### src/logic/prhg_pkg.sv
// shared constants, types and register map of the rng health gate
package prhg_pkg;

    // --------
    // register byte offsets
    // --------
    localparam logic [7:0] OFF_CTRL   = 8'h00;  // control bits
    localparam logic [7:0] OFF_STATUS = 8'h04;  // state and sticky flags
    localparam logic [7:0] OFF_DATA   = 8'h08;  // pop one random word
    localparam logic [7:0] OFF_LEVEL  = 8'h0C;  // fifo fill level

    // --------
    // control field positions
    // --------
    localparam int CTRL_START   = 0;  // write 1: start generator
    localparam int CTRL_STOP    = 1;  // write 1: shutdown
    localparam int CTRL_TRIG    = 2;  // write 1: trigger online test
    localparam int CTRL_VARIANT = 3;  // alternative variant enable

    // --------
    // status field positions
    // --------
    localparam int ST_OPEN      = 0;  // output gate open
    localparam int ST_RUN       = 1;  // generator running
    localparam int ST_TOTAL     = 2;  // sticky total failure
    localparam int ST_ONLINE    = 3;  // sticky online defect
    localparam int ST_HEALTH    = 4;  // sticky health failure
    localparam int ST_MALF      = 5;  // sticky malfunction
    localparam int ST_AVAIL     = 6;  // word available
    localparam int ST_TESTING   = 7;  // online test in progress

    // --------
    // sizes and test thresholds
    // --------
    localparam int WORD_W       = 16; // random word width
    localparam int FIFO_DEPTH   = 8;  // words buffered
    localparam int TOTAL_RUN    = 32; // equal raw bits = total failure
    localparam int ONLINE_WIN   = 256;// online test window in bits
    localparam int ONLINE_LO    = 96; // least ones in window
    localparam int ONLINE_HI    = 160;// most ones in window
    localparam int HEALTH_RUN   = 12; // equal bits = severe degradation
    localparam logic [31:0] CTRL_RESET = 32'h0000_0000;

    // --------
    // generator states, one-hot
    // --------
    typedef enum logic [3:0] {
        ST_IDLE  = 4'b0001,  // stopped, gate closed
        ST_BOOT  = 4'b0010,  // start-up online test
        ST_OPER  = 4'b0100,  // delivering words
        ST_FAIL  = 4'b1000   // failure found, gate closed
    } prhg_state_e;

    // --------
    // sticky failure flags
    // --------
    typedef struct packed {
        logic total;   // entropy source stuck
        logic online;  // statistical defect
        logic health;  // severe degradation
        logic malf;    // post-processing malfunction
    } prhg_flags_s;

endpackage : prhg_pkg

### src/logic/prhg_top.sv
// rng front end: entropy health tests, output gate, apb registers
//
// Decided for this implementation: the APB register port and the placing of the registers.
`timescale 1ns/1ps
module prhg_top #(
    parameter int WORD_W   = prhg_pkg::WORD_W,
    parameter int DEPTH    = prhg_pkg::FIFO_DEPTH,
    parameter int WIN_BITS = prhg_pkg::ONLINE_WIN
) (
    input  wire logic        clk_i,          // 125 MHz system clock
    input  wire logic        rst_n_i,        // async reset, low
    // raw entropy from the analogue source, and the post-processing check
    input  wire logic        raw_bit_i,      // raw random bit, async
    input  wire logic        raw_strobe_i,   // raw bit present, async
    input  wire logic        pp_check_ok_i,  // post-processing self check
    // apb slave
    input  wire logic        psel_i,
    input  wire logic        penable_i,
    input  wire logic        pwrite_i,
    input  wire logic [7:0]  paddr_i,
    input  wire logic [31:0] pwdata_i,
    output logic      [31:0] prdata_o,
    output logic             pready_o,
    output logic             pslverr_o,
    // direct word stream to the consumer
    output logic [WORD_W-1:0] rnd_data_o,    // random word
    output logic              rnd_valid_o,   // word valid
    input  wire logic         rnd_ready_i,   // consumer takes word
    output logic              gate_open_o    // output gate state
);
    // --------
    // input synchronisers
    // --------
    logic [1:0] bit_sync_reg;       // raw bit, two stages
    logic [1:0] stb_sync_reg;       // raw strobe, two stages
    logic [1:0] pp_sync_reg;        // self check, two stages
    logic       stb_prev_reg;       // strobe after sync, delayed

    // two flops before any logic sees the pins
    always_ff @(posedge clk_i or negedge rst_n_i) begin
        if (!rst_n_i) begin
            bit_sync_reg <= 2'h0;
            stb_sync_reg <= 2'h0;
            pp_sync_reg  <= 2'h3;
            stb_prev_reg <= 1'b0;
        end else begin
            bit_sync_reg <= {bit_sync_reg[0], raw_bit_i};
            stb_sync_reg <= {stb_sync_reg[0], raw_strobe_i};
            pp_sync_reg  <= {pp_sync_reg[0], pp_check_ok_i};
            stb_prev_reg <= stb_sync_reg[1];
        end
    end

    // one new bit per strobe rise
    logic raw_b;       // synchronised raw bit
    logic raw_new;     // one new raw bit this cycle
    logic pp_ok;       // post-processing healthy
    assign raw_b   = bit_sync_reg[1];
    assign raw_new = stb_sync_reg[1] & ~stb_prev_reg;
    assign pp_ok   = pp_sync_reg[1];

    // --------
    // apb decode
    // --------
    logic apb_acc;       // access phase
    logic wr_ctrl;       // control write
    logic rd_data;       // data pop read
    logic hit;           // mapped address
    assign apb_acc  = psel_i & penable_i;
    assign wr_ctrl  = apb_acc & pwrite_i & (paddr_i == prhg_pkg::OFF_CTRL);
    assign rd_data  = apb_acc & ~pwrite_i & (paddr_i == prhg_pkg::OFF_DATA);
    assign hit      = (paddr_i == prhg_pkg::OFF_CTRL)
                    | (paddr_i == prhg_pkg::OFF_STATUS)
                    | (paddr_i == prhg_pkg::OFF_DATA)
                    | (paddr_i == prhg_pkg::OFF_LEVEL);
    // no wait states, error on unmapped address
    assign pready_o  = 1'b1;
    assign pslverr_o = apb_acc & ~hit;

    logic cmd_start;     // start pulse
    logic cmd_stop;      // shutdown pulse
    logic cmd_trig;      // online test trigger pulse
    // start, stop and trigger bits act as one-cycle commands
    assign cmd_start = wr_ctrl & pwdata_i[prhg_pkg::CTRL_START];
    assign cmd_stop  = wr_ctrl & pwdata_i[prhg_pkg::CTRL_STOP];
    assign cmd_trig  = wr_ctrl & pwdata_i[prhg_pkg::CTRL_TRIG];

    logic variant_reg;   // alternative variant checks on
    // variant bit kept until the next control write
    always_ff @(posedge clk_i or negedge rst_n_i) begin
        if (!rst_n_i) begin
            variant_reg <= 1'b0;
        end else if (wr_ctrl) begin
            variant_reg <= pwdata_i[prhg_pkg::CTRL_VARIANT];
        end
    end

    // --------
    // state machine
    // --------
    prhg_pkg::prhg_state_e state_reg;
    prhg_pkg::prhg_state_e state_next;
    prhg_pkg::prhg_flags_s flags_reg;     // sticky failure flags
    prhg_pkg::prhg_flags_s flags_set;     // detections this cycle
    logic any_fail;                        // any detection now
    logic test_done;                       // online window finished
    logic test_pass;                       // window within limits
    logic testing_reg;                     // online window active

    // any detection closes the gate at once
    assign any_fail = |flags_set;

    // next state
    always_comb begin
        state_next = state_reg;
        case (state_reg)
            prhg_pkg::ST_IDLE: begin
                if (cmd_start) begin
                    state_next = prhg_pkg::ST_BOOT;
                end
            end
            prhg_pkg::ST_BOOT: begin
                if (cmd_stop) begin
                    state_next = prhg_pkg::ST_IDLE;
                end else if (any_fail) begin
                    state_next = prhg_pkg::ST_FAIL;
                end else if (test_done && test_pass) begin
                    state_next = prhg_pkg::ST_OPER;
                end
            end
            prhg_pkg::ST_OPER: begin
                if (cmd_stop) begin
                    state_next = prhg_pkg::ST_IDLE;
                end else if (any_fail) begin
                    state_next = prhg_pkg::ST_FAIL;
                end
            end
            prhg_pkg::ST_FAIL: begin
                if (cmd_stop) begin
                    state_next = prhg_pkg::ST_IDLE;
                end
            end
            default: begin
                state_next = prhg_pkg::ST_IDLE;
            end
        endcase
    end

    // state register
    always_ff @(posedge clk_i or negedge rst_n_i) begin
        if (!rst_n_i) begin
            state_reg <= prhg_pkg::ST_IDLE;
        end else begin
            state_reg <= state_next;
        end
    end

    // tests look at bits only while running
    logic running;     // raw bits are being examined
    assign running = (state_reg == prhg_pkg::ST_BOOT)
                   | (state_reg == prhg_pkg::ST_OPER);

    // --------
    // total failure and health tests: run length of equal bits
    // --------
    logic [5:0] run_reg;     // current run of equal bits
    logic       last_reg;    // previous raw bit
    always_ff @(posedge clk_i or negedge rst_n_i) begin
        if (!rst_n_i) begin
            run_reg  <= 6'h00;
            last_reg <= 1'b0;
        end else if (!running) begin
            run_reg  <= 6'h00;
        end else if (raw_new) begin
            last_reg <= raw_b;
            if (raw_b == last_reg && run_reg != 6'h3F) begin
                run_reg <= run_reg + 6'h01;
            end else if (raw_b != last_reg) begin
                run_reg <= 6'h00;
            end
        end
    end

    assign flags_set.total  = running & raw_new & (raw_b == last_reg)
                            & (run_reg >= 6'(prhg_pkg::TOTAL_RUN - 2));
    assign flags_set.health = running & variant_reg & raw_new
                            & (raw_b == last_reg)
                            & (run_reg >= 6'(prhg_pkg::HEALTH_RUN - 2));
    assign flags_set.malf   = running & variant_reg & ~pp_ok;

    // --------
    // online test: ones count over a window
    // --------
    logic [8:0] win_cnt_reg;   // bits seen in window
    logic [8:0] ones_reg;      // ones seen in window

    // window at boot and on a trigger in ST_OPER while no window is open
    always_ff @(posedge clk_i or negedge rst_n_i) begin
        if (!rst_n_i) begin
            testing_reg <= 1'b0;
            win_cnt_reg <= 9'h000;
            ones_reg    <= 9'h000;
        end else if (!running) begin
            testing_reg <= cmd_start;
            win_cnt_reg <= 9'h000;
            ones_reg    <= 9'h000;
        end else if (test_done) begin
            testing_reg <= 1'b0;
            win_cnt_reg <= 9'h000;
            ones_reg    <= 9'h000;
        end else if (cmd_trig && !testing_reg) begin
            testing_reg <= 1'b1;
        end else if (testing_reg && raw_new) begin
            win_cnt_reg <= win_cnt_reg + 9'h001;
            ones_reg    <= ones_reg + 9'(raw_b);
        end
    end

    // window ends after the last counted bit
    assign test_done = testing_reg & (win_cnt_reg == 9'(WIN_BITS));
    assign test_pass = (ones_reg >= 9'(prhg_pkg::ONLINE_LO))
                     & (ones_reg <= 9'(prhg_pkg::ONLINE_HI));
    assign flags_set.online = running & test_done & ~test_pass;

    // sticky flags, cleared only by reset
    always_ff @(posedge clk_i or negedge rst_n_i) begin
        if (!rst_n_i) begin
            flags_reg <= '0;
        end else begin
            flags_reg <= flags_reg | flags_set;
        end
    end

    // --------
    // word assembly
    // --------
    logic [WORD_W-1:0] shift_reg;   // bits being gathered
    logic [4:0]        nbits_reg;   // bits gathered
    logic              word_full;   // shift holds a whole word
    logic              fifo_ready;  // fifo can take a word
    logic              gate_open;   // output gate
    assign word_full = (nbits_reg == 5'(WORD_W));
    assign gate_open = (state_reg == prhg_pkg::ST_OPER) & ~any_fail;

    always_ff @(posedge clk_i or negedge rst_n_i) begin
        if (!rst_n_i) begin
            shift_reg <= '0;
            nbits_reg <= 5'h00;
        end else if (!gate_open) begin
            // discard bits gathered around a failure
            nbits_reg <= 5'h00;
        end else if (word_full) begin
            if (fifo_ready) begin
                nbits_reg <= 5'h00;
            end
        end else if (raw_new) begin
            shift_reg <= {shift_reg[WORD_W-2:0], raw_b};
            nbits_reg <= nbits_reg + 5'h01;
        end
    end

    // --------
    // output buffer
    // --------
    logic [WORD_W-1:0] fifo_data;     // head word
    logic              fifo_valid;    // head valid
    logic              fifo_pop;      // head taken
    logic [$clog2(DEPTH):0] fifo_lvl; // words held
    // stream port or data read pops the head
    assign fifo_pop = (rnd_ready_i | rd_data) & gate_open;

    prhg_fifo #(
        .WIDTH (WORD_W),
        .DEPTH (DEPTH)
    ) prhg_fifo_i (
        .clk_i       (clk_i),
        .rst_n_i     (rst_n_i),
        .flush_i     (~gate_open),
        .in_data_i   (shift_reg),
        .in_valid_i  (word_full & gate_open),
        .in_ready_o  (fifo_ready),
        .out_data_o  (fifo_data),
        .out_valid_o (fifo_valid),
        .out_ready_i (fifo_pop),
        .level_o     (fifo_lvl)
    );

    assign rnd_valid_o = fifo_valid & gate_open;
    assign rnd_data_o  = rnd_valid_o ? fifo_data : '0;
    assign gate_open_o = gate_open;

    // --------
    // read data
    // --------
    logic [31:0] status_w;   // status word
    // status word layout
    assign status_w = {24'h000000, testing_reg, rnd_valid_o,
                       flags_reg.malf, flags_reg.health,
                       flags_reg.online, flags_reg.total,
                       running, gate_open};

    // read data select by address
    always_comb begin
        if (paddr_i == prhg_pkg::OFF_CTRL) begin
            prdata_o = {28'h0000000, variant_reg, 3'h0};
        end else if (paddr_i == prhg_pkg::OFF_STATUS) begin
            prdata_o = status_w;
        end else if (paddr_i == prhg_pkg::OFF_DATA) begin
            prdata_o = {16'h0000, rnd_data_o};
        end else if (paddr_i == prhg_pkg::OFF_LEVEL) begin
            prdata_o = 32'(fifo_lvl);
        end else begin
            prdata_o = 32'h0000_0000;
        end
    end

endmodule : prhg_top

### src/logic/prhg_fifo.sv
// parameterised word fifo with valid and ready on both sides
`timescale 1ns/1ps
module prhg_fifo #(
    parameter int WIDTH = 16,
    parameter int DEPTH = 8
) (
    input  wire logic             clk_i,    // system clock
    input  wire logic             rst_n_i,  // async reset, low
    input  wire logic             flush_i,  // drop all contents
    input  wire logic [WIDTH-1:0] in_data_i,
    input  wire logic             in_valid_i,
    output logic                  in_ready_o,
    output logic      [WIDTH-1:0] out_data_o,
    output logic                  out_valid_o,
    input  wire logic             out_ready_i,
    output logic [$clog2(DEPTH):0] level_o
);
    localparam int AW = $clog2(DEPTH);

    logic [WIDTH-1:0] mem [DEPTH];     // word storage
    logic [AW-1:0]    wr_ptr_reg;      // write index
    logic [AW-1:0]    rd_ptr_reg;      // read index
    logic [AW:0]      cnt_reg;         // words held
    logic             push;            // word accepted
    logic             pop;             // word taken

    // honest full and empty
    assign in_ready_o  = (cnt_reg != (AW+1)'(DEPTH));
    assign out_valid_o = (cnt_reg != '0);
    assign push        = in_valid_i & in_ready_o;
    assign pop         = out_valid_o & out_ready_i;
    assign out_data_o  = mem[rd_ptr_reg];
    assign level_o     = cnt_reg;

    // storage write, no reset needed
    always_ff @(posedge clk_i) begin
        if (push) begin
            mem[wr_ptr_reg] <= in_data_i;
        end
    end

    // pointers and count
    always_ff @(posedge clk_i or negedge rst_n_i) begin
        if (!rst_n_i) begin
            wr_ptr_reg <= '0;
            rd_ptr_reg <= '0;
            cnt_reg    <= '0;
        end else if (flush_i) begin
            wr_ptr_reg <= '0;
            rd_ptr_reg <= '0;
            cnt_reg    <= '0;
        end else begin
            if (push) begin
                wr_ptr_reg <= AW'((wr_ptr_reg + 1'b1) % DEPTH);
            end
            if (pop) begin
                rd_ptr_reg <= AW'((rd_ptr_reg + 1'b1) % DEPTH);
            end
            cnt_reg <= cnt_reg + (AW+1)'(push) - (AW+1)'(pop);
        end
    end

endmodule : prhg_fifo

### config.mk
export PLATFORM = sky130hd
export DESIGN_NAME = prhg_top
export DESIGN_NICKNAME = d
export VERILOG_FILES = /design/src/logic/prhg_pkg.sv /design/src/logic/prhg_top.sv /design/src/logic/prhg_fifo.sv
export SDC_FILE = /design/constraint.sdc
export NUM_CORES = 1
export LEC_CHECK = 0
export BUFFER_PORTS_ARGS = -buffer_cell sky130_fd_sc_hd__buf_2
export CAP_MARGIN = 20
export CORE_ASPECT_RATIO = 2
export CORE_MARGIN = 2
export CORE_UTILIZATION = 45
export CTS_CLUSTER_SIZE = 16
export DETAILED_ROUTE_END_ITERATION = 7
export HOLD_SLACK_MARGIN = 0.12
export PLACE_DENSITY = 0.62
export SLEW_MARGIN = 20
export SYNTH_ARGS = -nofsm -noshare
export SYNTH_HDL_FRONTEND = slang
export SYNTH_SLANG_ARGS = --single-unit
### constraint.sdc
create_clock -name clk_i -period 4.5 [get_ports clk_i]
set_input_delay 0.45 -clock clk_i [delete_from_list [all_inputs] [get_ports clk_i]]
set_output_delay 0.45 -clock clk_i [all_outputs]
set_load 0.05 [all_outputs]
# --- Word-level counts from Yosys, hierarchy flattened ---
# Memories as Yosys holds them, arrays and structs flattened.
# Index checks and enable logic that the tools add are counted.
word_totals:
  reg_bits: 73
  ramBits: 128
  output_inout_bits: 52
  elab_cells: 153
  mem_count: 1
memory_table:
  columns: ["memory", "depth", "width", "read_ports", "rd_clocked_by_memory_dff", "wr", "line_no", "text"]
  rows:
  - ["prhg_fifo_i.mem", 8, 16, 1, 0, 1, "prhg_fifo.sv:20", "logic [WIDTH-1:0] mem [DEPTH];"]
classes:
  n_addsub: 8
  n_lt_le_gt_ge: 4
  eq_ne: 26
  mux: 39
  bitwise: 41
  n_reduce_logical: 14
op_table:
  columns: ["cell", "n"]
  rows:
  - ["32-bit 2-to-1 mux", 3]
  - ["9-bit 2-to-1 mux", 8]
  - ["4-bit 2-to-1 mux", 9]
  - ["1-bit AND", 28]
  - ["6-bit 2-to-1 mux", 4]
  - ["5-bit 2-to-1 mux", 4]
  - ["8-bit by 4-bit equality test with 1-bit output (second input constant)", 2]
  - ["16-bit 2-to-1 mux", 1]
  - ["4-bit case mux with 4 select lines", 1]
  - ["3-bit 2-to-1 mux", 4]
  - ["9-bit by 1-bit adder with 9-bit output", 1]
  - ["9-bit by 1-bit adder with 9-bit output (second input constant)", 1]
  - ["9-bit equality test (second input constant)", 1]
  - ["9-bit by 7-bit greater-or-equal comparator with 1-bit output (second input constant)", 1]
  - ["9-bit by 8-bit less-or-equal comparator with 1-bit output (second input constant)", 1]
  - ["3-bit by 2-bit != test with 1-bit output (second input constant)", 3]
  - ["3-bit != test (second input constant)", 3]
  - ["8-bit by 3-bit equality test with 1-bit output (second input constant)", 1]
  - ["8-bit logical NOT", 1]
  - ["4-bit != test (second input constant)", 2]
  - ["2-bit AND reduction", 4]
  - ["1-bit inverter", 7]
  - ["3-bit by 1-bit adder with 3-bit output (second input constant)", 2]
  - ["6-bit by 1-bit adder with 6-bit output (second input constant)", 1]
  - ["25 further kinds", 39]

# --- Depth between registers and ports, before layout ---
# Gate-level depths: netlist (run 1).
logic_depth:
  depth_word: 14
  mapped_depth: 16
  ltp_nobuf: 15

# --- By module ---
# From an unflattened synthesis (run 1), not the netlist that was laid out.
unflattened:
  hier_cells: 614
  area_unflattened_um2: 9062.4
modules_own_cells:
  columns: ["mod", "n_inst", "cells_per_inst", "area_per_inst_um2", "seq_area_each_um2"]
  rows:
  - ["prhg_fifo", 1, 261, 5552.8, 4093.9]
  - ["prhg_top", 1, 353, 3509.6, 1580.3]

# --- Worst setup path before layout (run 1) ---
# OpenSTA, ideal clock, no wires.
synth_timing:
  kind: "register to register"
  from: "register run_reg[0]"
  to: "memory prhg_fifo_i.mem[0][0], enable pin"
  t_arrival_ns: 3.093
  required_ns: 4.070
  setup_slack_ns: 0.977
  path_stages_with_launch: 10
  path_buffers: 1
  synth_period_minus_slack_ns: 3.523
  cell_sequence: "dfrtp_1 > inv_1 > ha_1 > o2111ai_1 > nand2b_1 > o21ai_2 > and4_1 > buf_4 > nand3_1 > nor4_1"
synth_between:
  elab_chain_len: 9
  elab_cells_between_ends: 11
  cone_classes: "order compare (2); mux (2); bitwise (6); reduce/logical (1)"
synth_rtl:
  columns: ["item", "line_no", "text"]
  rows:
  - ["start, declared", "prhg_top.sv:166", "logic [5:0] run_reg;"]
  - ["start signal, assigned", "prhg_top.sv:177", "run_reg <= run_reg + 6'h01;"]
  - ["6-bit by 4-bit greater-or-equal comparator with 1-bit output or 6-bit by 5-bit greater-or-equal comparator with 1-bit output (tied branches)", "prhg_top.sv:188, prhg_top.sv:185", null]
  - ["1-bit AND, on equally long branches", "prhg_top.sv:188, prhg_top.sv:185", null]
  - ["4-bit OR reduction *", "prhg_top.sv:111", "assign any_fail = |flags_set;"]
  - ["1-bit inverter *", "prhg_top.sv:243", "assign gate_open = (state_reg == prhg_pkg::ST_OPER) & ~any_fail;"]
  - ["1-bit AND *", "prhg_top.sv:243", null]
  - ["1-bit AND *", "prhg_top.sv:280", ".in_valid_i (word_full & gate_open),"]
  - ["1-bit AND *", "prhg_fifo.sv:30", "assign push = in_valid_i & in_ready_o;"]
  - ["1-bit 2-to-1 mux *", "prhg_fifo.sv:37", "if (push) begin"]
  - ["1-bit 2-to-1 mux (not written as such) *", "prhg_fifo.sv:38", "mem[wr_ptr_reg] <= in_data_i;"]
  - ["end, declared", "prhg_fifo.sv:20", null]
# Every way passes the cells marked *; elsewhere a longest branch is shown, timed or not.

# --- Worst setup path in the final report (run 1) ---
layout_timing:
  from: "register run_reg[0]"
  to: "output port prdata_o[2]"
layout_between:
  elab_chain_len: 10
  elab_cells_between_ends: 12
  cone_classes: "order compare (2); mux (4); bitwise (5); reduce/logical (1)"
layout_rtl:
  columns: ["item", "line_no", "text"]
  rows:
  - ["6-bit by 4-bit greater-or-equal comparator with 1-bit output or 6-bit by 5-bit greater-or-equal comparator with 1-bit output (tied branches)", "prhg_top.sv:188, prhg_top.sv:185", null]
  - ["1-bit AND, on equally long branches", "prhg_top.sv:188, prhg_top.sv:185", null]
  - ["4-bit OR reduction *", "prhg_top.sv:111", null]
  - ["1-bit inverter *", "prhg_top.sv:243", null]
  - ["1-bit AND *", "prhg_top.sv:243", null]
  - ["1-bit AND *", "prhg_top.sv:288", "assign rnd_valid_o = fifo_valid & gate_open;"]
  - ["16-bit 2-to-1 mux *", "prhg_top.sv:289", "assign rnd_data_o = rnd_valid_o ? fifo_data : '0;"]
  - ["32-bit 2-to-1 mux *", "prhg_top.sv:308", "end else if (paddr_i == prhg_pkg::OFF_DATA) begin"]
  - ["32-bit 2-to-1 mux *", "prhg_top.sv:306", "end else if (paddr_i == prhg_pkg::OFF_STATUS) begin"]
  - ["32-bit 2-to-1 mux *", "prhg_top.sv:304", "if (paddr_i == prhg_pkg::OFF_CTRL) begin"]
  - ["end, declared", "prhg_top.sv:22", "output logic [31:0] prdata_o,"]
# Marked as above.

==> results of run 1 <==
## worst paths after layout
check / start / end / slack [ns] / cells past startpoint
max: run_reg[0]$_DFFE_PN0P_ / prdata_o[2] / 0.90 / 10
min: rst_n_i / ones_reg[5]$_DFFE_PN0P_ / 0.12 / 1
max reg2reg: run_reg[0]$_DFFE_PN0P_ / prhg_fifo_i.level_o[1]$_DFF_PN0_ / 1.21 / 14
min reg2reg: pp_sync_reg[0]$_DFF_PN1_ / pp_sync_reg[1]$_DFF_PN1_ / 0.35 / 0
max in group asynchronous: rst_n_i / prhg_fifo_i.rd_ptr_reg[0]$_DFFE_PN0P_ / 3.66 / 1
min in group clk_i: pwdata_i[3] / variant_reg$_DFFE_PN0P_ / 0.20 / 2
## power groups by stage
stage | clock network [uW] | logic [uW] | registers [uW]
floorplan | 0 | 57.2 | 1990
global placement | 0 | 71.1 | 1990
detailed placement | 0 | 72.4 | 1990
CTS | 1570 | 74.3 | 1950
global route | 1640 | 81.0 | 1950
finish | 1530 | 73.8 | 1950
## layer usage
| layer | vias to the layer above | wire, um | share of wire (%) |
|---|---|---|---|
| li1 | 2351 | - | - |
| met1 | 2609 | 7010 | 39 |
| met2 | 126 | 10300 | 57 |
| met3 | 19 | 562 | 3.1 |
| met4 | 0 | 291 | 1.6 |
| met5 | - | 0 | 0 |
## cell usage after synthesis (3+ instances only)
cell,count
a21o_1,4
a21oi_1,17
and2_1,3
and3_1,8
buf_2,11
buf_4,20
clkbuf_1,6
dfrtp_1,70
dfstp_2,3
edfxtp_1,128
ha_1,16
inv_1,14
mux2_2,11
mux2_4,10
mux2i_1,18
mux4_2,32
nand2_1,29
nand2b_1,8
nand3_1,16
nand4_1,5
nor2_1,78
nor2b_1,4
nor3_1,10
nor4_1,5
o21ai_0,11
o22ai_1,3
xnor2_1,9
xor2_1,17
## kinds of logic (layout without fill, tap and decap cells)
| logic type | count (synthesis) | after routing | synth area share, % |
|---|---|---|---|
| flops | 201 | 201 | 64.0 |
| simple gates | 185 | 185 | 10.3 |
| mux | 71 | 71 | 13.2 |
| compound gates | 55 | 55 | 3.92 |
| buf+inv | 54 | 119 | 3.45 |
| xor+xnor | 26 | 26 | 2.57 |
| fa+ha+maj | 17 | 17 | 2.48 |
| other cells | 2 | 17 | 0.0846 |
## cell type report
cell class	instances	share of cell area [%]
Clock buffer	28	5.08
Clock inverter	4	0.712
Inverter	15	0.562
Multi-Input combinational cell	371	29.7
Sequential cell	201	56.6
Tap cell	259	3.23
Timing Repair Buffer	72	4.12
## critical path, stage by stage (launching register included)
cell,delay [ns]
dfrtp_1,0.40
inv_1,0.06
ha_1,0.20
o2111ai_1,0.17
nand2b_1,0.13
o21ai_2,0.17
and4_1,0.25
buf_4,0.21
nand2_2,0.24
o31ai_1,0.47
buf_2,0.35
## stage by stage
stage | cells | hold slack [ns] | worst slack [ns]
floorplan | 626 | 0.154 | 0.977
global placement | 915 | 0.333 | 1.27
detailed placement | 915 | 0.345 | 1.18
CTS | 950 | 0.167 | 0.846
global route | 950 | 0.194 | 0.774
finish | 950 | 0.124 | 0.902
==> results by group, run 1 <==
Run status
  – Status: finished, final reports clean

Drt
  – Final wirelength: 18.2 mm
  – Routed WL per cell: 19.1 um
  – Final ANT Viol Nets: 0
  – DR vias: 5105
  – 1st-iter DRT viols: 175
  – DRC: 0
  – DR vias/cell: 5.37
  – DR pass1 iterations: 7

CTS
  – Clock root cell: clkbuf_16
  – Cts repair resizes: 0
  – Clk_lat worst skew: 0.48 ns
  – CTS buffer count: 18
  – Clock sink count: 201
  – Clock slew at reported path FFs: 0.06 ns
  – H-Tree Depth: 1
  – Hold-fix buffers at CTS: 3
  – CTS tree: built
  – Max Root-Sink Buffers: 3
  – Post-CTS setup buffers: 0

Synthesis
  – Top cell type by total area after synthesis: edfxtp_1
  – Post-synth top flop: edfxtp_1
  – Syn avg cell area: 14.5 um2
  – Post-synth EDFFs: 128
  – Post-synth ARST share: 36.3%
  – Number of distinct library cells after synthesis: 60
  – Seq/Total Area, Yosys: 64.0%
  – Yosys top cell area share: 43.3%
  – Yosys warnings: 0
  – Cells after Synth: 611
  – Dominant cells by area after synthesis: edfxtp_1 43%, dfrtp_1 20%, mux4_2 8.1%
  – Synth Register Bits: 201
  – Synth Cell Area: 0.00887 mm2

Timing
  – Period utilization: 80.0%
  – Setup Skew: 0.0126 ns
  – Max-slew violations: 0
  – Final setup TNS: 0 ns
  – Final setup viols: 0
  – Unrepaired setup endpoints after global routing: false
  – Hold Vio Cnt, Final: 0
  – Fin crit period: 3.60 ns
  – Worst-Margin Slew: 0.989 ns
  – Fmax: 278 MHz
  – Headroom to the max-slew limit: 34.1%

Final layout
  – Share of cells above drive strength 1: 23.7%
  – Diode count: 0
  – Nets: 745
  – Final instance area: 0.0100 mm2
  – Final Util: 51.8%
  – Register area: 0.00568 mm2
  – Area of the multi-input gates: 0.00297 mm2
  – Commonest non-fill, non-tap cell in the layout: edfxtp_1
  – Commonest cells after routing, fill and taps aside: 128 x edfxtp_1, 78 x nor2_1, 69 x dfrtp_1
  – Fill count: 1652
  – Area grow syn2layout: 13.0%
  – Largest register FFs: 128

Floorplan
  – Die W: 103 um
  – Area of the core: 0.0194 mm2
  – # IOs: 101
  – Die area: 0.0209 mm2
  – Die Ht: 203 um
  – Num rows: 72
  – Initial Util: 45.8%

GRT
  – Global-route wire length before repair: 28.1 mm
  – Met3 Use GR: 1.86%
  – Largest net degree at the start of global routing: 74
  – GRT Total Usage: 17.9%
  – GR Util met2: 33.3%
  – GRT met1 Usage: 21.5%
  – Vias in the first global route: 5193
  – Initial antenna violation count: 0
  – GRT busiest layer: met2
  – GRT Residual Overflow: 0

Power
  – Max VDD drop: 0.330 mV
  – Total power: 3560 uW
  – Clk pwr share: 43.0%
  – Sequential share of power: 54.9%
  – PD cells: 355 mW/mm2
  – Internal Power: 2860 uW
  – Combinational power share: 2.1%
  – Switch share: 19.5%
  – Leak: 0.00351 uW
  – Sw power: 694 uW

Job
  – MaxCap Viol Count: 0

Critical path
  – Setup CP Type: register to output pin
  – Critical Path Fanout Max: 17
  – WP data required: 4.05 ns
  – CP startpoint kind: register
  – CP endpoint kind: output pin
  – Critical Path AT: 3.15 ns

Placement
  – Final HPWL DP: 12.1 mm
  – Port buffer count: 55
  – Final Wtd Congestion: 0.806
  – DP Area: 0.00941 mm2

Worst hold path
  – Hold WC Path Type: input pin to asynchronous set/reset pin
Power figures use the tool's default switching activity.
==> run 2, diff against run 1 <==
ABC_AREA = 1   (was unset)
clock period = 3.5 ns   (was 4.5 ns; I/O delays follow)
==> run 2 against run 1 <==
Against the previous run:
- first-iteration DRC count is 100% higher
- global-route usage is 2.1 points higher
- die area is 3.3% higher
- worst hold slack better by 0.11 ns
- combinational power grew to 6.6 times the previous value
- register-to-register slack worse by 0.67 ns
- count of clock-buffer cells in the layout is 4 lower
- critical path depth is 2 higher
- sequential power is 34% higher
- via count is 28% higher
- clock skew is 0.0010 ns higher
- wire length is 15% higher
==> results by group, run 2 <==
GRT
  – GRT Residual Overflow: 0 (unchanged)
  – Initial antenna violation count: 0 (unchanged)
  – Global-route wire length before repair: 33.5 mm (+19%)
  – Largest net degree at the start of global routing: 74 (unchanged)
  – GRT Total Usage: 20.0% (+2.1 points)
  – Vias in the first global route: 6440 (+24%)

CTS
  – CTS tree: built
  – Post-CTS setup buffers: 0 (unchanged)
  – Max Root-Sink Buffers: 3 (unchanged)
  – Clock sink count: 201 (unchanged)
  – Clock slew at reported path FFs: 0.07 ns (about the same)
  – H-Tree Depth: 1 (unchanged)
  – CTS buffer count: 18 (unchanged)
  – Clock root cell: clkbuf_16
  – Clk_lat worst skew: 0.49 ns (about the same)

Placement
  – Port buffer count: 55 (unchanged)
  – Final Wtd Congestion: 0.816 (+1.2%)
  – Inst Count DP: 1231 (+35%)
  – DP Area: 0.00975 mm2 (+3.5%)
  – Dpl ws: 0.499 ns (-0.684 ns)
  – Final HPWL DP: 13.7 mm (+13%)

Synthesis
  – Top-count cell post-synth: nand2_1
  – Dominant cells by area after synthesis: edfxtp_1 42%, dfrtp_1 19%, nand2_1 9.6%
  – Synth Cell Area: 0.00917 mm2 (+3.4%)
  – Number of distinct library cells after synthesis: 46 (-23%)
  – Synth Register Bits: 201 (unchanged)
  – Syn avg cell area: 9.90 um2 (-32%)
  – Yosys warnings: 0 (unchanged)
  – Top cell type by total area after synthesis: edfxtp_1
  – Post-synth EDFFs: 128 (unchanged)
  – Synth top cells by count: 235 x nand2_1, 128 x edfxtp_1, 113 x nor2_1, 76 x inv_1, 70 x dfrtp_1
  – Post-synth ARST share: 36.3% (unchanged)
  – Post-synth top flop: edfxtp_1
  – Yosys top cell area share: 41.9% (-1.4 points)
  – Seq/Total Area, Yosys: 61.9% (-2.1 points)
  – Cells after Synth: 926 (+52%)

Timing
  – Fmax: 304 MHz
  – Max-slew violations: 0 (unchanged)
  – Worst-Margin Slew: 0.822 ns (-0.167 ns)
  – Setup Skew: 0.0136 ns (+0.00102 ns)
  – Setup ws final: 0.211 ns (-0.690 ns)
  – Unrepaired setup endpoints after global routing: false
  – Final setup viols: 0 (unchanged)
  – Final setup TNS: 0 ns (unchanged)
  – Hold Vio Cnt, Final: 0 (unchanged)
  – Period utilization: 94.0%
  – Headroom to the max-slew limit: 44.7% (+11 points)
  – Fin crit period: 3.29 ns

Floorplan
  – Area of the core: 0.0199 mm2 (+2.8%)
  – # IOs: 101 (unchanged)
  – Die area: 0.0216 mm2 (+3.3%)
  – Num rows: 73 (+1.4%)
  – Initial Util: 46.1% (+0.25 points)
  – Die W: 105 um (+1.6%)
  – Die Ht: 206 um (+1.6%)

Drt
  – Final ANT Viol Nets: 0 (unchanged)
  – DR vias: 6533 (+28%)
  – DR pass1 iterations: 5 (-2)
  – 1st-iter DRT viols: 352 (+100%)
  – Routed WL per cell: 16.4 um (-14%)
  – DRC: 0 (unchanged)
  – DR vias/cell: 5.14 (-4.3%)
  – Final wirelength: 20.9 mm (+15%)

Final layout
  – Share of cells above drive strength 1: 12.9% (-11 points)
  – Diode count: 0 (unchanged)
  – Commonest non-fill, non-tap cell in the layout: nand2_1
  – Commonest cells after routing, fill and taps aside: 235 x nand2_1, 128 x edfxtp_1, 110 x nor2_1
  – Fill count: 1841 (+11%)
  – Final Non-Filler Cells: 1270 (+34%)
  – Area grow syn2layout: 13.4%
  – Final instance area: 0.0104 mm2 (+3.8%)
  – Nets: 1062 (+43%)
  – Largest register FFs: 128 (unchanged)
  – Final Util: 52.2% (+0.48 points)

Worst hold path
  – Hold WC Path Type: input pin to register

Power
  – Max VDD drop: 0.440 mV (+33%)
  – PD cells: 479 mW/mm2 (+35%)
  – Leak: 0.00439 uW (+25%)

Critical path
  – CP startpoint kind: register
  – Critical Path Fanout Max: 26 (+9)
  – CP endpoint kind: output pin
  – Critical Path AT: 2.94 ns (-0.21 ns)
  – Setup CP Type: register to output pin
  – WP data required: 3.15 ns (-0.90 ns)

Run status
  – Status: finished, final reports clean

Job
  – MaxCap Viol Count: 0 (unchanged)
## run 2: cell types whose count changed in the layout (fill, tap and decap cells not counted), moves of 18 or more
cell and change:
a21oi_1 +46, inv_1 +61, mux2i_1 -18, mux4_2 -32, nand2_1 +206, nor2_1 +32, o21ai_0 +23, o31ai_1 +29
## run 2: critical path, cell delays in order (launching register included)
cell	delay (ns)
dfstp_2	0.54
nor2_1	0.04
nand2_1	0.14
nand2_2	0.21
nand3_1	0.26
a21oi_4	0.08
nor3_4	0.21
nand2_2	0.08
buf_6	0.19
nor2_1	0.20
nand2_1	0.07
o21ai_0	0.12
buf_2	0.31
## run 2: logic make-up after synthesis
family                   count (synthesis)  share of synthesized area [%]
buffers and inverters                  129                           6.18
flip-flops                             201                           61.9
XOR/XNOR                                12                           1.15
adder cells (fa/ha/maj)                 17                           2.40
AND/OR/NAND/NOR                        425                           19.5
AO/OA/AOI/OAI                          140                           8.85
other                                    2                         0.0819
## run 2: power breakdown
| part | internal (uW) | switching, uW | total, uW |
|---|---|---|---|
| Sequential | 2570 | 44.2 | 2620 |
| Clock | 1030 | 851 | 1880 |
| Combinational | 128 | 360 | 487 |
## run 2: path summary, 6_finish.rpt
| path | endpoint | depth (start not counted) | slack [ns] | start |
|---|---|---|---|---|
| worst max-delay path | prdata_o[4] | 12 | 0.21 | state_reg[0]$_DFFE_PN1P_ |
| worst min-delay path | state_reg[0]$_DFFE_PN1P_ | 5 | 0.24 | pwdata_i[1] |
| worst max register to register | prhg_fifo_i.level_o[2]$_DFF_PN0_ | 14 | 0.54 | state_reg[2]$_DFFE_PN0P_ |
| worst min register to register | bit_sync_reg[1]$_DFF_PN0_ | 0 | 0.35 | bit_sync_reg[0]$_DFF_PN0_ |
| max in group asynchronous | state_reg[0]$_DFFE_PN1P_ | 3 | 2.60 | rst_n_i |
| min in group asynchronous | shift_reg[4]$_DFFE_PN0P_ | 2 | 0.29 | rst_n_i |
## run 2: layout make-up
class / count / area (um2) / area share (%)
Sequential cell: 201 / 5680 / 54.6
Multi-Input combinational cell: 611 / 3000 / 28.9
Timing Repair Buffer: 82 / 532 / 5.11
Clock buffer: 24 / 504 / 4.85
Tap cell: 262 / 328 / 3.15
Inverter: 82 / 308 / 2.96
Clock inverter: 8 / 51.3 / 0.493
## run 2: metrics by stage
| stage | power, uW | hold slack, ns |
|---|---|---|
| 2_1_floorplan | 3030 | 0.0544 |
| 3_3_place_gp | 3140 | 0.335 |
| 3_5_place_dp | 3150 | 0.338 |
| 4_1_cts | 5030 | 0.217 |
| 5_1_grt | 5190 | 0.264 |
| 6_report | 4980 | 0.239 |
## run 2: metal layers
metal,GRT usage [%],vias to the layer above,part of all wire [%]
met1,21.9,3089,37
met4,8.29,0,3.0
li1,-,3207,-
met3,1.73,33,4.9
met5,0,-,0
met2,39.0,204,55
## run 2: what timing repair did
action	in CTS	in global routing
gates resized for setup	0	2
endpoints found under the setup margin	0	3
hold buffers	6	0
endpoints found under the hold margin	75	0
